`config.mk`:
```
export PLATFORM = sky130hd
export DESIGN_NAME = cpw_unit
export DESIGN_NICKNAME = d
export VERILOG_FILES = /design/src/core/cpw_pkg.sv /design/src/core/cpw_unit.sv
export VERILOG_INCLUDE_DIRS = /design/src /design/src/core
export SDC_FILE = /design/constraint.sdc
export NUM_CORES = 1
export LEC_CHECK = 0
export ABC_AREA = 1
export BUFFER_PORTS_ARGS = -buffer_cell sky130_fd_sc_hd__buf_2
export CAP_MARGIN = 20
export CORE_MARGIN = 2
export CORE_UTILIZATION = 46
export DETAILED_ROUTE_END_ITERATION = 8
export GPL_TIMING_DRIVEN = 0
export PLACE_DENSITY_LB_ADDON = 0.2
export SLEW_MARGIN = 20
export SYNTH_ARGS = -nofsm -noshare
export SYNTH_HDL_FRONTEND = slang
export SYNTH_SLANG_ARGS = --single-unit
```
`constraint.sdc`:
```
create_clock -name ref_clk_in -period 1.4 [get_ports ref_clk_in]
set_input_delay 0.07 -clock ref_clk_in [delete_from_list [all_inputs] [get_ports ref_clk_in]]
set_output_delay 0.07 -clock ref_clk_in [all_outputs]
set_load 0.02 [all_outputs]
```
`src/core/cpw_defines.svh`:
```
// Register offsets, field positions, reset values and mode codes of the unit.
`ifndef CPW_DEFINES_SVH
`define CPW_DEFINES_SVH

// Register indices as printed; the bus byte address is four times the index.
`define CPW_IDX_FLAGS 8'h0C
`define CPW_IDX_RES_LOW 8'h13
`define CPW_IDX_RES_HIGH 8'h14
`define CPW_IDX_CONTROL 8'h15
`define CPW_ADDR_FLAGS 12'h030
`define CPW_ADDR_RES_LOW 12'h04C
`define CPW_ADDR_RES_HIGH 12'h050
`define CPW_ADDR_CONTROL 12'h054

// Field positions.
`define CPW_FLAG_UNIT_BIT 5
`define CPW_FLAG_T1OVF_BIT 0
`define CPW_CTRL_DUTY_MSB 5
`define CPW_CTRL_DUTY_LSB 4
`define CPW_CTRL_MODE_MSB 3

// Reset values.
`define CPW_CONTROL_RST 8'h00
`define CPW_RESULT_RST 8'h00

// Mode field codes.
`define CPW_MODE_OFF 4'h0
`define CPW_MODE_CMP_TOGGLE 4'h2
`define CPW_MODE_CAP_FALL 4'h4
`define CPW_MODE_CAP_RISE 4'h5
`define CPW_MODE_CAP_RISE4 4'h6
`define CPW_MODE_CAP_RISE16 4'h7
`define CPW_MODE_CMP_SET 4'h8
`define CPW_MODE_CMP_CLEAR 4'h9
`define CPW_MODE_CMP_SOFT 4'hA
`define CPW_MODE_CMP_SPECIAL 4'hB

// Bus responses.
`define CPW_RESP_OKAY 2'h0
`define CPW_RESP_SLVERR 2'h2

`endif

```
`src/core/cpw_pkg.sv`:
```
// Types shared by the capture, compare and pulse-width unit.
package cpw_pkg;

  // Function class decoded from the mode field.
  typedef enum logic [2:0] {
    CPW_FN_OFF,
    CPW_FN_RESERVED,
    CPW_FN_CAPTURE,
    CPW_FN_COMPARE,
    CPW_FN_PWM
  } cpw_func_type;

endpackage

```
`src/core/cpw_unit.sv`:
```
// Capture, compare and pulse-width unit with an AXI4-Lite register slave.
// Function
// RULE1 - Mode 0000 turns the unit off and holds it in reset; 0001, 0011 do nothing.
// RULE2 - Capture on falling, rising, every fourth or every sixteenth rising edge.
// RULE3 - Compare match toggles, sets or clears the output and raises the unit flag.
// RULE4 - Mode 1010 match only raises the unit flag; the pin stays.
// RULE5 - Mode 1011 match raises flag, resets timer one, starts conversion if enabled.
// RULE6 - Modes 110x give active-high pulse output, 111x active-low.
// RULE7 - Capture copies the whole 16-bit timer-one count into both result bytes.
// RULE8 - Capture sets the unit flag at bit 5; only software clears it.
// RULE9 - A newer capture overwrites an unread result.
// RULE10 - With the pin driven as output, port data writes can cause captures.
// RULE11 - The edge prescaler clears when off, outside capture modes and on reset.
// RULE12 - Changing between capture prescale settings keeps the prescaler count.
// RULE13 - Compare checks result against timer one each cycle; action and flag together.
// RULE14 - Writing zero to control forces the compare output latch low.
// RULE15 - Special trigger fires at once; timer-one reset waits for its next clock edge.
// RULE16 - A special-trigger reset of timer one never sets the overflow flag.
// RULE17 - If the match disappears before that edge, the timer-one reset is skipped.
// RULE18 - Software runs timer one in timer or synchronized counter mode.
// RULE19 - Pulse mode gives up to 10-bit duty, timed by timer two.
// RULE20 - Clearing control forces the pulse latch inactive; port latch untouched.
// RULE21 - Control bits 5:4 are duty low bits, low result byte holds high eight.
// RULE22 - Control bits 7:6 read as zero.
// RULE23 - On period match increment: set output unless duty zero, latch duty.
// RULE24 - Output clears when latched duty equals timer two with two phase bits.
// RULE25 - Capture pin is synchronised and edges found before the prescaler.
//
// Local design decision: the AXI4-Lite register port.
`include "cpw_defines.svh"
module cpw_unit (
  input wire logic ref_clk_in,
  input wire logic sys_rst_in,
  // AXI4-Lite slave.
  input wire logic [11:0] s_axi_awaddr_in,
  input wire logic s_axi_awvalid_in,
  output logic s_axi_awready_out,
  input wire logic [31:0] s_axi_wdata_in,
  input wire logic [3:0] s_axi_wstrb_in,
  input wire logic s_axi_wvalid_in,
  output logic s_axi_wready_out,
  output logic [1:0] s_axi_bresp_out,
  output logic s_axi_bvalid_out,
  input wire logic s_axi_bready_in,
  input wire logic [11:0] s_axi_araddr_in,
  input wire logic s_axi_arvalid_in,
  output logic s_axi_arready_out,
  output logic [31:0] s_axi_rdata_out,
  output logic [1:0] s_axi_rresp_out,
  output logic s_axi_rvalid_out,
  input wire logic s_axi_rready_in,
  // Timer one.
  input wire logic [15:0] timer_one_in,
  input wire logic timer_one_tick_in,
  input wire logic timer_one_overflow_in,
  output logic timer_one_reset_out,
  // Timer two.
  input wire logic [7:0] timer_two_in,
  input wire logic [1:0] timer_two_phase_in,
  input wire logic timer_two_tick_in,
  input wire logic [7:0] period_register_in,
  // Converter and port.
  input wire logic adc_enabled_in,
  output logic adc_start_out,
  output logic special_event_out,
  input wire logic port_direction_in,
  input wire logic port_data_in,
  input wire logic unit_pin_in,
  output logic unit_pin_out,
  output logic unit_pin_oe_n_out,
  output logic unit_flag_out
);
  // Software-visible registers, unit state and bus state.
  logic [7:0] res_low_q, res_high_q;
  logic [5:0] control_q;
  logic [3:0] presc_q;
  logic [1:0] duty_lsb_latch_q, bresp_q, rresp_q;
  logic [11:0] awaddr_q;
  logic [31:0] wdata_q, rdata_q;
  logic unit_flag_q, t1_ovf_flag_q, sync1_q, sync2_q, sync3_q, pin_filt_q, cap_level_q;
  logic match_q, pending_reset_q, cmp_latch_q, pwm_latch_q, aw_have_q, w_have_q, wstrb0_q;
  logic awready_q, wready_q, bvalid_q, arready_q, rvalid_q;
  // Unit outputs.
  logic t1_reset_q, adc_start_q, special_q, pin_out_q, pin_oe_n_q;
  // Decoded mode and combinational strobes.
  logic [3:0] mode;
  cpw_pkg::cpw_func_type func;
  logic [9:0] duty_next;
  logic wr_fire, wr_low, wr_high, wr_ctrl, wr_flags, cap_level_d, rise, fall, cap_event;
  logic match, match_new, period_end, duty_hit;
  assign mode = control_q[`CPW_CTRL_MODE_MSB:0];

  // Decode the mode field into a function class.
  always_comb begin
    unique case (mode)
      `CPW_MODE_OFF: func = cpw_pkg::CPW_FN_OFF; // RULE1
      `CPW_MODE_CMP_TOGGLE, `CPW_MODE_CMP_SET, `CPW_MODE_CMP_CLEAR,
      `CPW_MODE_CMP_SOFT, `CPW_MODE_CMP_SPECIAL: func = cpw_pkg::CPW_FN_COMPARE;
      `CPW_MODE_CAP_FALL, `CPW_MODE_CAP_RISE, `CPW_MODE_CAP_RISE4,
      `CPW_MODE_CAP_RISE16: func = cpw_pkg::CPW_FN_CAPTURE;
      4'hC, 4'hD, 4'hE, 4'hF: func = cpw_pkg::CPW_FN_PWM; // RULE6
      default: func = cpw_pkg::CPW_FN_RESERVED; // RULE1
    endcase
  end

  // Register write strobes once address and data are both held.
  assign wr_fire = aw_have_q && w_have_q && !bvalid_q && wstrb0_q;
  assign wr_low = wr_fire && awaddr_q == `CPW_ADDR_RES_LOW;
  assign wr_high = wr_fire && awaddr_q == `CPW_ADDR_RES_HIGH && func != cpw_pkg::CPW_FN_PWM;
  assign wr_ctrl = wr_fire && awaddr_q == `CPW_ADDR_CONTROL;
  assign wr_flags = wr_fire && awaddr_q == `CPW_ADDR_FLAGS;

  // Write address channel: one held address at a time.
  always_ff @(posedge ref_clk_in) begin
    if (sys_rst_in) begin
      aw_have_q <= 1'b0;
      awaddr_q <= 12'h000;
      awready_q <= 1'b0;
    end else if (s_axi_awvalid_in && awready_q) begin
      aw_have_q <= 1'b1;
      awaddr_q <= {s_axi_awaddr_in[11:2], 2'h0};
      awready_q <= 1'b0;
    end else if (bvalid_q && s_axi_bready_in) begin
      aw_have_q <= 1'b0;
      awready_q <= 1'b1;
    end else begin
      awready_q <= !aw_have_q;
    end
  end

  // Write data channel, accepted independently of the address.
  always_ff @(posedge ref_clk_in) begin
    if (sys_rst_in) begin
      w_have_q <= 1'b0;
      wdata_q <= 32'h0000_0000;
      wstrb0_q <= 1'b0;
      wready_q <= 1'b0;
    end else if (s_axi_wvalid_in && wready_q) begin
      w_have_q <= 1'b1;
      wdata_q <= s_axi_wdata_in;
      wstrb0_q <= s_axi_wstrb_in[0];
      wready_q <= 1'b0;
    end else if (bvalid_q && s_axi_bready_in) begin
      w_have_q <= 1'b0;
      wready_q <= 1'b1;
    end else begin
      wready_q <= !w_have_q;
    end
  end

  // Write response follows both halves; unmapped addresses answer an error.
  always_ff @(posedge ref_clk_in) begin
    if (sys_rst_in) begin
      bvalid_q <= 1'b0;
      bresp_q <= `CPW_RESP_OKAY;
    end else if (bvalid_q) begin
      if (s_axi_bready_in) begin
        bvalid_q <= 1'b0;
      end
    end else if (aw_have_q && w_have_q) begin
      bvalid_q <= 1'b1;
      if (awaddr_q == `CPW_ADDR_RES_LOW || awaddr_q == `CPW_ADDR_RES_HIGH ||
          awaddr_q == `CPW_ADDR_CONTROL || awaddr_q == `CPW_ADDR_FLAGS) begin
        bresp_q <= `CPW_RESP_OKAY;
      end else begin
        bresp_q <= `CPW_RESP_SLVERR;
      end
    end
  end

  // Read channel: the answer comes one cycle after the address is taken.
  always_ff @(posedge ref_clk_in) begin
    if (sys_rst_in) begin
      arready_q <= 1'b0;
      rvalid_q <= 1'b0;
      rdata_q <= 32'h0000_0000;
      rresp_q <= `CPW_RESP_OKAY;
    end else if (s_axi_arvalid_in && arready_q) begin
      arready_q <= 1'b0;
      rvalid_q <= 1'b1;
      rresp_q <= `CPW_RESP_OKAY;
      unique case ({s_axi_araddr_in[11:2], 2'h0})
        `CPW_ADDR_RES_LOW: rdata_q <= {24'h000000, res_low_q};
        `CPW_ADDR_RES_HIGH: rdata_q <= {24'h000000, res_high_q};
        `CPW_ADDR_CONTROL: rdata_q <= {26'h0000000, control_q}; // RULE22
        `CPW_ADDR_FLAGS: rdata_q <= {26'h0000000, unit_flag_q, 4'h0, t1_ovf_flag_q};
        default: begin
          rdata_q <= 32'h0000_0000;
          rresp_q <= `CPW_RESP_SLVERR;
        end
      endcase
    end else if (rvalid_q) begin
      if (s_axi_rready_in) begin
        rvalid_q <= 1'b0;
        arready_q <= 1'b1;
      end
    end else begin
      arready_q <= 1'b1;
    end
  end

  // Control register; bits 7:6 are not stored.
  always_ff @(posedge ref_clk_in) begin
    if (sys_rst_in) begin
      control_q <= 6'(`CPW_CONTROL_RST);
    end else if (wr_ctrl) begin
      control_q <= wdata_q[`CPW_CTRL_DUTY_MSB:0]; // RULE21
    end
  end

  // Pin synchroniser; the level counts once the second and third stages agree.
  always_ff @(posedge ref_clk_in) begin
    if (sys_rst_in) begin
      sync1_q <= 1'b0;
      sync2_q <= 1'b0;
      sync3_q <= 1'b0;
      pin_filt_q <= 1'b0;
    end else begin
      sync1_q <= unit_pin_in;
      sync2_q <= sync1_q;
      sync3_q <= sync2_q;
      if (sync2_q == sync3_q) begin
        pin_filt_q <= sync3_q; // RULE25
      end
    end
  end

  // A driven pin shows the port latch, so port writes act as pin edges.
  assign cap_level_d = port_direction_in ? pin_filt_q : port_data_in; // RULE10
  assign rise = cap_level_d && !cap_level_q; // RULE25
  assign fall = !cap_level_d && cap_level_q;

  // Edge prescaler counts rising edges in any capture mode.
  always_ff @(posedge ref_clk_in) begin
    if (sys_rst_in || func != cpw_pkg::CPW_FN_CAPTURE) begin
      presc_q <= 4'h0; // RULE11
    end else if (rise) begin
      presc_q <= presc_q + 4'h1; // RULE12
    end
  end

  // Capture event selection by mode.
  always_comb begin
    cap_event = 1'b0;
    if (func == cpw_pkg::CPW_FN_CAPTURE) begin
      unique case (mode)
        `CPW_MODE_CAP_FALL: cap_event = fall; // RULE2
        `CPW_MODE_CAP_RISE: cap_event = rise; // RULE2
        `CPW_MODE_CAP_RISE4: cap_event = rise && presc_q[1:0] == 2'h3; // RULE2
        default: cap_event = rise && presc_q == 4'hF; // RULE2
      endcase
    end
  end

  // Compare: equality is checked each cycle, acted on when it first appears.
  assign match = func == cpw_pkg::CPW_FN_COMPARE
                 && {res_high_q, res_low_q} == timer_one_in; // RULE13
  assign match_new = match && !match_q;

  // Edge history of the capture source and of the compare equality.
  always_ff @(posedge ref_clk_in) begin
    if (sys_rst_in) begin
      cap_level_q <= 1'b0;
      match_q <= 1'b0;
    end else begin
      cap_level_q <= cap_level_d;
      match_q <= match;
    end
  end

  // Pulse-width period end and duty comparison.
  assign period_end = func == cpw_pkg::CPW_FN_PWM && timer_two_tick_in
                      && timer_two_in == period_register_in; // RULE23
  assign duty_next = {res_low_q, control_q[`CPW_CTRL_DUTY_MSB:`CPW_CTRL_DUTY_LSB]};
  assign duty_hit = {res_high_q, duty_lsb_latch_q}
                    == {timer_two_in, timer_two_phase_in}; // RULE24

  // Result low byte: capture wins over a software write in the same cycle.
  always_ff @(posedge ref_clk_in) begin
    if (sys_rst_in) begin
      res_low_q <= `CPW_RESULT_RST;
    end else if (cap_event) begin
      res_low_q <= timer_one_in[7:0]; // RULE7 RULE9
    end else if (wr_low) begin
      res_low_q <= wdata_q[7:0];
    end
  end

  // Result high byte: capture, duty reload at period end, or software.
  always_ff @(posedge ref_clk_in) begin
    if (sys_rst_in) begin
      res_high_q <= `CPW_RESULT_RST;
      duty_lsb_latch_q <= 2'h0;
    end else if (cap_event) begin
      res_high_q <= timer_one_in[15:8]; // RULE7 RULE9
    end else if (period_end) begin
      res_high_q <= res_low_q; // RULE23
      duty_lsb_latch_q <= control_q[`CPW_CTRL_DUTY_MSB:`CPW_CTRL_DUTY_LSB]; // RULE21
    end else if (wr_high) begin
      res_high_q <= wdata_q[7:0];
    end
  end

  // Unit flag: hardware sets, software clears by writing zero; set wins.
  always_ff @(posedge ref_clk_in) begin
    if (sys_rst_in) begin
      unit_flag_q <= 1'b0;
    end else if (cap_event || match_new) begin
      unit_flag_q <= 1'b1; // RULE8 RULE3 RULE4 RULE5 RULE13
    end else if (wr_flags) begin
      unit_flag_q <= wdata_q[`CPW_FLAG_UNIT_BIT] && unit_flag_q; // RULE8
    end
  end

  // Overflow flag comes only from the timer's own overflow, never the trigger.
  always_ff @(posedge ref_clk_in) begin
    if (sys_rst_in) begin
      t1_ovf_flag_q <= 1'b0;
    end else if (timer_one_overflow_in) begin
      t1_ovf_flag_q <= 1'b1; // RULE16
    end else if (wr_flags) begin
      t1_ovf_flag_q <= wdata_q[`CPW_FLAG_T1OVF_BIT] && t1_ovf_flag_q;
    end
  end

  // Special event: trigger at once, timer reset at the next timer-one edge.
  always_ff @(posedge ref_clk_in) begin
    if (sys_rst_in) begin
      special_q <= 1'b0;
      adc_start_q <= 1'b0;
      pending_reset_q <= 1'b0;
      t1_reset_q <= 1'b0;
    end else begin
      special_q <= match_new && mode == `CPW_MODE_CMP_SPECIAL; // RULE15
      adc_start_q <= match_new && mode == `CPW_MODE_CMP_SPECIAL
                     && adc_enabled_in; // RULE5
      t1_reset_q <= 1'b0;
      if (!match || mode != `CPW_MODE_CMP_SPECIAL) begin
        pending_reset_q <= 1'b0; // RULE17
      end else if (match_new) begin
        pending_reset_q <= 1'b1; // RULE5
      end else if (pending_reset_q && timer_one_tick_in) begin
        pending_reset_q <= 1'b0;
        t1_reset_q <= 1'b1; // RULE15
      end
    end
  end

  // Compare output latch, forced low while the unit is off.
  always_ff @(posedge ref_clk_in) begin
    if (sys_rst_in || func == cpw_pkg::CPW_FN_OFF) begin
      cmp_latch_q <= 1'b0; // RULE14 RULE1
    end else if (match_new) begin
      unique case (mode)
        `CPW_MODE_CMP_TOGGLE: cmp_latch_q <= !cmp_latch_q; // RULE3
        `CPW_MODE_CMP_SET: cmp_latch_q <= 1'b1; // RULE3
        `CPW_MODE_CMP_CLEAR: cmp_latch_q <= 1'b0; // RULE3
        default: cmp_latch_q <= cmp_latch_q; // RULE4 RULE5
      endcase
    end
  end

  // Pulse latch: set at period end unless duty is zero, cleared on duty match.
  always_ff @(posedge ref_clk_in) begin
    if (sys_rst_in || func == cpw_pkg::CPW_FN_OFF) begin
      pwm_latch_q <= 1'b0; // RULE20 RULE1
    end else if (period_end) begin
      pwm_latch_q <= duty_next != 10'h000; // RULE23 RULE19
    end else if (func == cpw_pkg::CPW_FN_PWM && duty_hit) begin
      pwm_latch_q <= 1'b0; // RULE24
    end
  end

  // Pin drive: the unit sets the pin level in compare and pulse modes; the port direction sets the enable.
  always_ff @(posedge ref_clk_in) begin
    if (sys_rst_in) begin
      pin_out_q <= 1'b0;
      pin_oe_n_q <= 1'b1;
    end else begin
      pin_oe_n_q <= port_direction_in;
      unique case (func)
        cpw_pkg::CPW_FN_COMPARE: pin_out_q <= cmp_latch_q; // RULE3
        cpw_pkg::CPW_FN_PWM: pin_out_q <= pwm_latch_q ^ mode[1]; // RULE6
        default: pin_out_q <= port_data_in; // RULE20
      endcase
    end
  end
  assign s_axi_awready_out = awready_q;
  assign s_axi_wready_out = wready_q;
  assign s_axi_bvalid_out = bvalid_q;
  assign s_axi_bresp_out = bresp_q;
  assign s_axi_arready_out = arready_q;
  assign s_axi_rvalid_out = rvalid_q;
  assign s_axi_rdata_out = rdata_q;
  assign s_axi_rresp_out = rresp_q;
  assign timer_one_reset_out = t1_reset_q;
  assign adc_start_out = adc_start_q;
  assign special_event_out = special_q;
  assign unit_pin_out = pin_out_q;
  assign unit_pin_oe_n_out = pin_oe_n_q;
  assign unit_flag_out = unit_flag_q;
endmodule

```
==> results.md, run 1 <==
Clock tree:
- The clock-pin slew on the worst setup and hold paths is 100 ps.
- CTS placed an instance of sky130_fd_sc_hd__clkbuf_8 at the clock tree root.
- Counting every sink on the clock net gives 83.
- In this run the number of H-tree levels came out at 3.
- The clock passes through at most 2 buffers.
- Clock tree synthesis inserted a total of 9 buffers.
- TritonCTS built the clock tree.
- The later pin in the worst-skew pair is clocked with a latency of 370 ps.

Global routing:
- The aggregate global routing overflow is 0.
- The first-pass GRT wire length is 24460 um.
- The pin count of the biggest net entering global routing is 17.
- The initial antenna violation count came to 0.
- The via count of the first global-routing pass is 5052.
- For this run, the total global-route usage over all layers was measured as 27.88%.

Critical path:
- The worst-path maximum fanout is 10.
- The worst setup path is launched from a flop.
- The data arrival time of the critical path is 1880 ps.
- At the worst endpoint, the required time is 1690 ps.
- By startpoint and endpoint, the worst setup path is classified as flop to flop.
- The kind of end point of the critical path is a flop.

Layout:
- The finished cells cover 6670 um^2.
- Relative to the synthesized area, the layout overhead comes to 39.34%.
- The number of antenna diodes in the final layout is 0.
- The net count of the finished layout is 1034.
- The share of final-layout standard cells stronger than drive strength 1 is 31.51%.
- The number of standard cells in the layout, taps in and fillers out is 1066.
- Measured on the finished design, the core utilization comes to 65.20%.
- In the final layout, flip-flops and latches occupy 1694 um^2.
- The most common cell after layout, fill and taps aside is sky130_fd_sc_hd__nand2_1.
- In the layout the commonest cells are sky130_fd_sc_hd__nand2_1 (163), sky130_fd_sc_hd__nor2_1 (112), sky130_fd_sc_hd__buf_2 (97).
- The final-layout fill cell count is 926.
- The multi-input logic area is 2925 um^2.

STA:
- On the final layout, the worst clock skew is 14.41 ps.
- At the pin with the least slew margin, the transition time is 685.7 ps.
- In this run the tightest slew margin relative to its limit is 54.29%.
- The final count of pins violating max slew is 0.
- The post-route minimum period is 1597 ps.
- After layout, the worst setup slack is -196.5 ps.
- The number of hold violations in the final report came to 1.
- The count of final setup violators is 27.
- Setup repair after global routing could not meet its margin everywhere.
- The tightest hold path in the finished design has a slack of -6.071 ps.
- The final critical path takes up 114.0% of the cycle.
- Timing would allow up to 626.4 MHz.

Synth:
- After synthesis, the share of flip-flops with an asynchronous set or reset is 0%.
- The cell count after synthesis is 740.
- The count of synthesis-stage warnings from yosys is 0.
- The number of register bits inferred by synthesis is 83.
- For this run, the leading register cell type out of synthesis is sky130_fd_sc_hd__dfxtp_1.
- The average cell area after synthesis is 6.469 um^2.
- The number of enable flip-flop cells after synthesis is 0.
- The number of different library cells in the post-synthesis netlist is 43.
- The post-synth design cell area is 4787 um^2.
- The proportion of synthesized chip area in sequential cells is 34.71%.

Placement:
- The instance count after placement with tap cells included is 997.
- At the placement stage, the worst setup path has a slack of -393.9 ps.
- The count of input and output buffers is 96.
- After legalization and detailed placement, the total HPWL measured 11600 um.
- At the end of routability-driven placement, the weighted congestion stood at 0.9470.
- In this run the cell area measured after placement is 5560 um^2.

Drt:
- The overall via count from detail_route is 5326.
- The pre-antenna-repair detailed-routing pass consisted of 5 iterations.
- The remaining number of nets flagged by the antenna check after routing is 0.
- In the final routed layout, each cell accounts on average for 14.69 um.
- The final layout contains routed wiring with a total length of 15660 um.
- Using the TritonRoute via totals, the vias-per-cell ratio works out to 4.996.
- The iteration-0 DRC count of the detailed router is 341.
- The post-route DRC violation count is 0.

Run:
- The number of max-cap violations is 0.

Power and ir drop:
- Across the VDD grid, the largest voltage drop is 0.6401 mV.
- The power density normalized to cell area is 766.1 nW/um^2.
- The leakage dissipation is 3.160 nW.

Worst hold path:
- In this run the worst hold path is classified as input port to flop.

Floorplanning:
- The die is 106.0 um wide.
- For this configuration, the core starts out at a cell density of 46.79%.
- 155 I/O pins were placed.
- The floorplan step defined a core boundary enclosing 10230 um^2.
- The die is 106.0 um tall.
- The die area is 11240 um^2.
- The row count is 37.

Outcome:
- The run finished, with violations left.
- The checks that failed: hold timing, setup timing.
==> where the power goes <==
group / switching, mW / total (mW) / internal [mW] / leakage (nW)
registers: 0.0508 / 2.47 / 2.42 / 0.684
clock network: 1.02 / 1.88 / 0.860 / 0.104
logic: 0.442 / 0.757 / 0.314 / 2.37
total: 1.52 / 5.11 / 3.59 / 3.16
==> per-layer routing <==
layer  vias to the layer above  routed length (um)  part of all wire, %  global-route usage, %
li1                       2659                   -                    -                      -
met1                      2404                6858                   44                  35.53
met4                         0                 405                  2.6                  10.43
met5                         -                   0                    0                      0
met3                        37                1061                  6.8                  4.108
met2                       226                7337                   47                  47.74
==> area by class of cell <==
class | instances | area share [%]
clock buffers | 9 | 1.857
repair buffers | 148 | 14.99
inverters | 97 | 5.571
plain buffers | 42 | 4.539
flip-flops and latches | 83 | 25.40
well taps | 136 | 2.551
clock inverters | 7 | 1.238
multi-input cells | 544 | 43.86
==> cells by family after synthesis <==
family	count (synthesis)	synth area share [%]
and+or+nand+nor	405	37.61
buffers and inverters	139	13.51
AOI/OAI and AO/OA	95	10.90
DFF	83	34.71
xor gates and xnor gates	16	2.927
adders and majority gates	1	0.2613
other	1	0.07834
==> worst paths after layout <==
path                                         from             to  slack [ps]  depth (start not counted)
worst min-delay path            s_axi_wdata_in[3]     wdata_q[3]          -6                          3
worst min register to register            sync1_q        sync2_q         420                          2
worst max register to register            func[1]  res_high_q[6]        -200                          9
worst max-delay path                      func[1]  res_high_q[6]        -200                          9
==> sequential cells by signal, summed over array words and instances (netlist names), 2 cells and up <==
name,count
awaddr_q,10
res_high_q,8
res_low_q,8
s_axi_rdata_out,8
wdata_q,8
control_q,6
presc_q,4
func,3
duty_lsb_latch_q,2
==> through the flow <==
stage | power, mW | setup TNS (ps)
detailed placement | 3.174 | -11030
global placement | 3.155 | -9740
floorplan | 2.928 | -98.24
global route | 5.297 | -6092
finish | 5.110 | -3784
CTS | 5.085 | -2994
==> cells in the mapped netlist, types with 3 or more instances <==
master                     number  area, um^2
sky130_fd_sc_hd__a211oi_1       3       22.52
sky130_fd_sc_hd__a21oi_1       37       185.2
sky130_fd_sc_hd__buf_4         30       225.2
sky130_fd_sc_hd__clkbuf_1      10       37.54
sky130_fd_sc_hd__dfxtp_1       83        1662
sky130_fd_sc_hd__inv_1         93       349.1
sky130_fd_sc_hd__inv_2          4       15.01
sky130_fd_sc_hd__nand2_1      180       675.7
sky130_fd_sc_hd__nand2_2        5       31.28
sky130_fd_sc_hd__nand3_1       44       220.2
sky130_fd_sc_hd__nand4_1        8       50.05
sky130_fd_sc_hd__nor2_1       127       476.7
sky130_fd_sc_hd__nor2_2         6       37.54
sky130_fd_sc_hd__nor2_4         4       45.04
sky130_fd_sc_hd__nor3_1         9       45.04
sky130_fd_sc_hd__nor3_2         3       30.03
sky130_fd_sc_hd__nor3b_1        3       22.52
sky130_fd_sc_hd__nor4_1         4       25.02
sky130_fd_sc_hd__o21ai_0       32       160.2
sky130_fd_sc_hd__o21ai_1       12       60.06
sky130_fd_sc_hd__xnor2_1       11       96.34
sky130_fd_sc_hd__xor2_1         5       43.79
==> critical path, stage by stage, from the launching register on <==
cell and delay, ps:
sky130_fd_sc_hd__dfxtp_2 380, sky130_fd_sc_hd__inv_2 60, sky130_fd_sc_hd__nor3_4 270, sky130_fd_sc_hd__inv_2 100, sky130_fd_sc_hd__nor2_8 170, sky130_fd_sc_hd__buf_4 210, sky130_fd_sc_hd__nand3_1 100, sky130_fd_sc_hd__nand2_2 70
sky130_fd_sc_hd__nor2_1 30, sky130_fd_sc_hd__nor2_1 110
==> what timing repair did <==
item                                    CTS  global route
gates cloned                              3             0
hold buffers                             20             0
endpoints found under the setup margin   36            40
resized for setup                        86            41
setup buffers                            28             3
pin swaps                                40            15
endpoints found under the hold margin    20             0
Power figures use the tool's default switching activity.
==> run 2, diff against run 1 <==
Settings changed: ABC_AREA 1 to unset, CORE_UTILIZATION 46 to 45.
==> run 2 against run 1 <==
Compared with the run above: the flow still finishes with violations (hold timing, setup timing); cell area down 7.5%; combinational power down 5.3%; global-route usage down 2.8 points; first-iteration DRC count down 29%; total power down 3.7%; sequential power about the same; wire length down 18%; clock power down 6%; hold slack worse by 12 ps; synthesized area down 12%.
==> results.md, run 2 <==
Drt:
- The post-route DRC violation count is 0.
- The number of vias per cell after detailed routing is 5.410.
- The number of iterations in the first detailed-routing pass is 6.
- The detailed router placed 4344 vias in this run.
- In this run, the number of DRC markers left after iteration 0 of detailed routing was 242.
- The mean routed wirelength per cell is 16.05 um.
- The remaining number of nets flagged by the antenna check after routing is 0.
- The routed wire length is 12890 um.

STA:
- The clock arrives with 8.713 ps of skew.
- For this run, the top clock speed supported by timing is 435.2 MHz.
- The post-route minimum period is 2298 ps.
- The number of hold violations in the final report was 1.
- The final count of pins violating max slew is 0.
- The worst hold slack after final layout is -17.63 ps.
- Setup violations remaining at the end of the flow were counted as 36.
- The share of the clock period used by the worst path is 164.1%.
- For the pin with the worst max-slew slack, the measured transition is 656.5 ps.
- The worst slew margin relative to its limit is 56.24%.
- After routing, the total negative slack on setup checks comes to -21820 ps.
- Once routing completed, OpenROAD measured the worst setup slack at -897.7 ps.
- Setup repair after global routing could not meet its margin everywhere.

Global routing:
- Global routing finished with a remaining overflow of 0.
- The first-pass GRT wire length is 20040 um.
- The via count of the first global-routing pass is 4167.
- The total routing usage reported by global routing is 25.03%.
- The initial antenna violation count is 0.
- The pin count of the biggest net entering global routing is 15.

Synth:
- The fraction of synthesis flops using an asynchronous set or reset pin is 0%.
- The average cell area after synthesis is 8.403 um^2.
- The dominant synthesized flop cell is sky130_fd_sc_hd__dfxtp_1.
- The synthesized netlist contains 63 unique library cells.
- The post-synthesis share of cell area spent on xor and xnor gates is 7.874%.
- The count of synthesis-stage warnings from yosys is 0.
- After technology mapping, the gate count stands at 503.
- In the post-synthesis netlist, the biggest area contributors are sky130_fd_sc_hd__dfxtp_1 (39%), sky130_fd_sc_hd__nand2_1 (6.7%), sky130_fd_sc_hd__xnor2_1 (5.8%).
- sky130_fd_sc_hd__dfxtp_1 is the most common cell in the netlist.
- In the synthesized netlist, mux cells make up 0.7105% of the area.
- The main combinational cell family by area after synthesis is simple AND/OR/NAND/NOR gates.
- After Yosys synthesis, and, or, nand and nor cells account for 24.33% of the synthesized area.
- Ranked by instance count, the synthesized netlist is headed by sky130_fd_sc_hd__dfxtp_1 (83), sky130_fd_sc_hd__nand2_1 (76), sky130_fd_sc_hd__a21oi_1 (41), sky130_fd_sc_hd__xnor2_1 (28), sky130_fd_sc_hd__buf_4 (26).
- The share of the Yosys chip area taken by registers is 39.31%.
- Of the total synthesized cell area, the portion taken by full adders, half adders and majority gates is 0.2960%.
- The top cell type by area accounts for 39.31% of the synthesized area.
- The number of enable flip-flop cells after synthesis is 0.
- The number of register bits inferred by synthesis is 83.
- The synthesized netlist devotes 19.33% of its cell area to compound gates.
- The post-synth design cell area is 4227 um^2.
- The most area-hungry cell type in the Yosys netlist is sky130_fd_sc_hd__dfxtp_1.

Worst hold path:
- The class of the worst hold path is input port to flop.
- The worst hold endpoint is control_q[3].
- The number of cells on the worst hold path is 2.
- The worst hold path begins at sys_rst_in.

Critical path:
- The kind of end point of the critical path is a flop.
- The data required time of the critical path is 1700 ps.
- The worst-path maximum fanout is 8.
- STA classifies the critical path startpoint as a flop.
- At the worst endpoint, the arrival time is 2600 ps.
- The library cell contributing the largest single delay on the critical path is sky130_fd_sc_hd__or4b_4.
- The highest cell delay on the worst timing path is 500 ps.
- The count of buffering cells on the critical path with inverters included is 0.
- The worst register-to-register path begins at awaddr_q[9].
- The logic depth of the worst register-to-register path is 5.
- The signal on the critical path passes through or3_4 -> or4b_4 -> or4_4 -> a31oi_4 -> a32o_1.
- Broken down by cell family, the worst path's largest delay share belongs to simple AND/OR/NAND/NOR gates.
- In this run the register-to-register setup slack is -900 ps.
- The worst register-to-register path ends at res_high_q[5].
- The critical path start-end classification is flop to flop.

Clock tree:
- Clock tree synthesis inserted a total of 9 buffers.
- For this design, the CTS-stage hold fixing added 25 buffers.
- TritonCTS built the clock tree.
- The clock reaches the later pin of the worst-skew pair after 360 ps.
- Clock-pin slew was measured on the worst setup and hold paths at 90 ps.
- The H-tree was split into 3 levels.
- No sink is reached through more buffers than the 2 on the longest clock path.
- Counting every sink on the clock net gives 83.
- The root buffer cell chosen for the clock tree is sky130_fd_sc_hd__clkbuf_8.

Placement:
- The sum of net half-perimeters after detailed placement is 9126 um.
- The congestion estimate from routability-driven global placement came to 0.8876.
- Once placement finished, the instance area stood at 5070 um^2.
- The count of input and output buffers is 97.
- The instance count after placement with tap cells included is 736.
- The pre-CTS worst setup slack is -1131 ps.

Layout:
- Once layout is complete, the utilization of the core stands at 67.07%.
- The share of final-layout standard cells stronger than drive strength 1 is 38.44%.
- From synthesis to final layout, the design area changed by 45.94%.
- The net count of the finished layout is 796.
- Leaving out fill and tap cells, the most frequent cell in the layout is sky130_fd_sc_hd__buf_2.
- The number of inserted diodes is 0.
- In the final layout, the multi-input gates occupy 2739 um^2.
- The top register by number of flip-flops is awaddr_q.
- The number of flip-flops under the largest register name is 10.
- The library cells used most frequently in the layout, excluding fill and tap cells, are sky130_fd_sc_hd__buf_2 (97), sky130_fd_sc_hd__nand2_1 (71), sky130_fd_sc_hd__dfxtp_1 (58).
- The final-layout fill cell count is 736.
- In the final layout, flip-flops and latches occupy 1720 um^2.
- The cell area after layout is 6168 um^2.
- The number of standard cells in the layout, taps in and fillers out is 803.

Power and ir drop:
- The worst-case IR drop observed on VDD is 0.6105 mV.
- For this design the static power due to leakage is 2.414 nW.
- The power after layout is 4.921 mW.
- The power density normalized to cell area is 797.7 nW/um^2.

Floorplanning:
- The die covers 10180 um^2.
- Once the floorplan was initialized, standard cells occupied 45.96% of the core.
- From left edge to right edge, the die measures 100.9 um.
- The die is 100.9 um tall.
- In this run the standard cell core region covers 9196 um^2.
- The row count is 35.
- The number of primary I/O pins is 155.

Outcome:
- The final reports fail on hold timing, setup timing.
- The run finished, with violations left.

Run:
- The number of max-cap violations is 0.
## run 2: worst max-delay path by stage
stage / startpoint / to / slack [ps] / cells after the start
global route: awaddr_q[9] / res_high_q[7] / -950 / 5
CTS: awaddr_q[8] / res_high_q[5] / -1040 / 6
detailed placement: awaddr_q[7] / res_high_q[5] / -1130 / 7
global placement: awaddr_q[7] / res_high_q[1] / -1120 / 7
floorplan: awaddr_q[7] / res_high_q[0] / -1030 / 7
finish: awaddr_q[9] / res_high_q[5] / -900 / 5
## run 2: timing repair
| action | CTS | global route |
|---|---|---|
| buffers inserted | 16 | 13 |
| endpoints found under the setup margin | 42 | 43 |
| gates resized for setup | 80 | 43 |
| pin swaps | 28 | 46 |
| hold endpoints to repair | 27 | 1 |
## run 2: cell type report
cell class | count | area share [%]
multi-input combinational | 383 | 44.40
sequential | 83 | 27.89
timing repair buffer | 151 | 15.84
buffer | 44 | 5.578
tap | 111 | 2.252
clock buffer | 10 | 2.069
clock inverter | 6 | 1.055
inverter | 15 | 0.9128
## run 2: logic make-up after synthesis
group | count (synthesis)
other cells | 1
buf+inv | 62
flops | 83
fa+ha+maj | 1
simple gates | 196
xor+xnor | 38
mux | 3
compound gates | 119
## run 2: power breakdown
part	switching [mW]	internal (mW)	total [mW]
Sequential	0.0528	2.40	2.45
Clock	0.926	0.829	1.76
Combinational	0.383	0.334	0.717
Total	1.36	3.56	4.92
## run 2: metal layers
layer	GRT usage [%]	part of all wire, %
met2	43.18	49
met3	4.785	6.9
met4	9.148	2.5
met1	31.04	42
met5	0	0
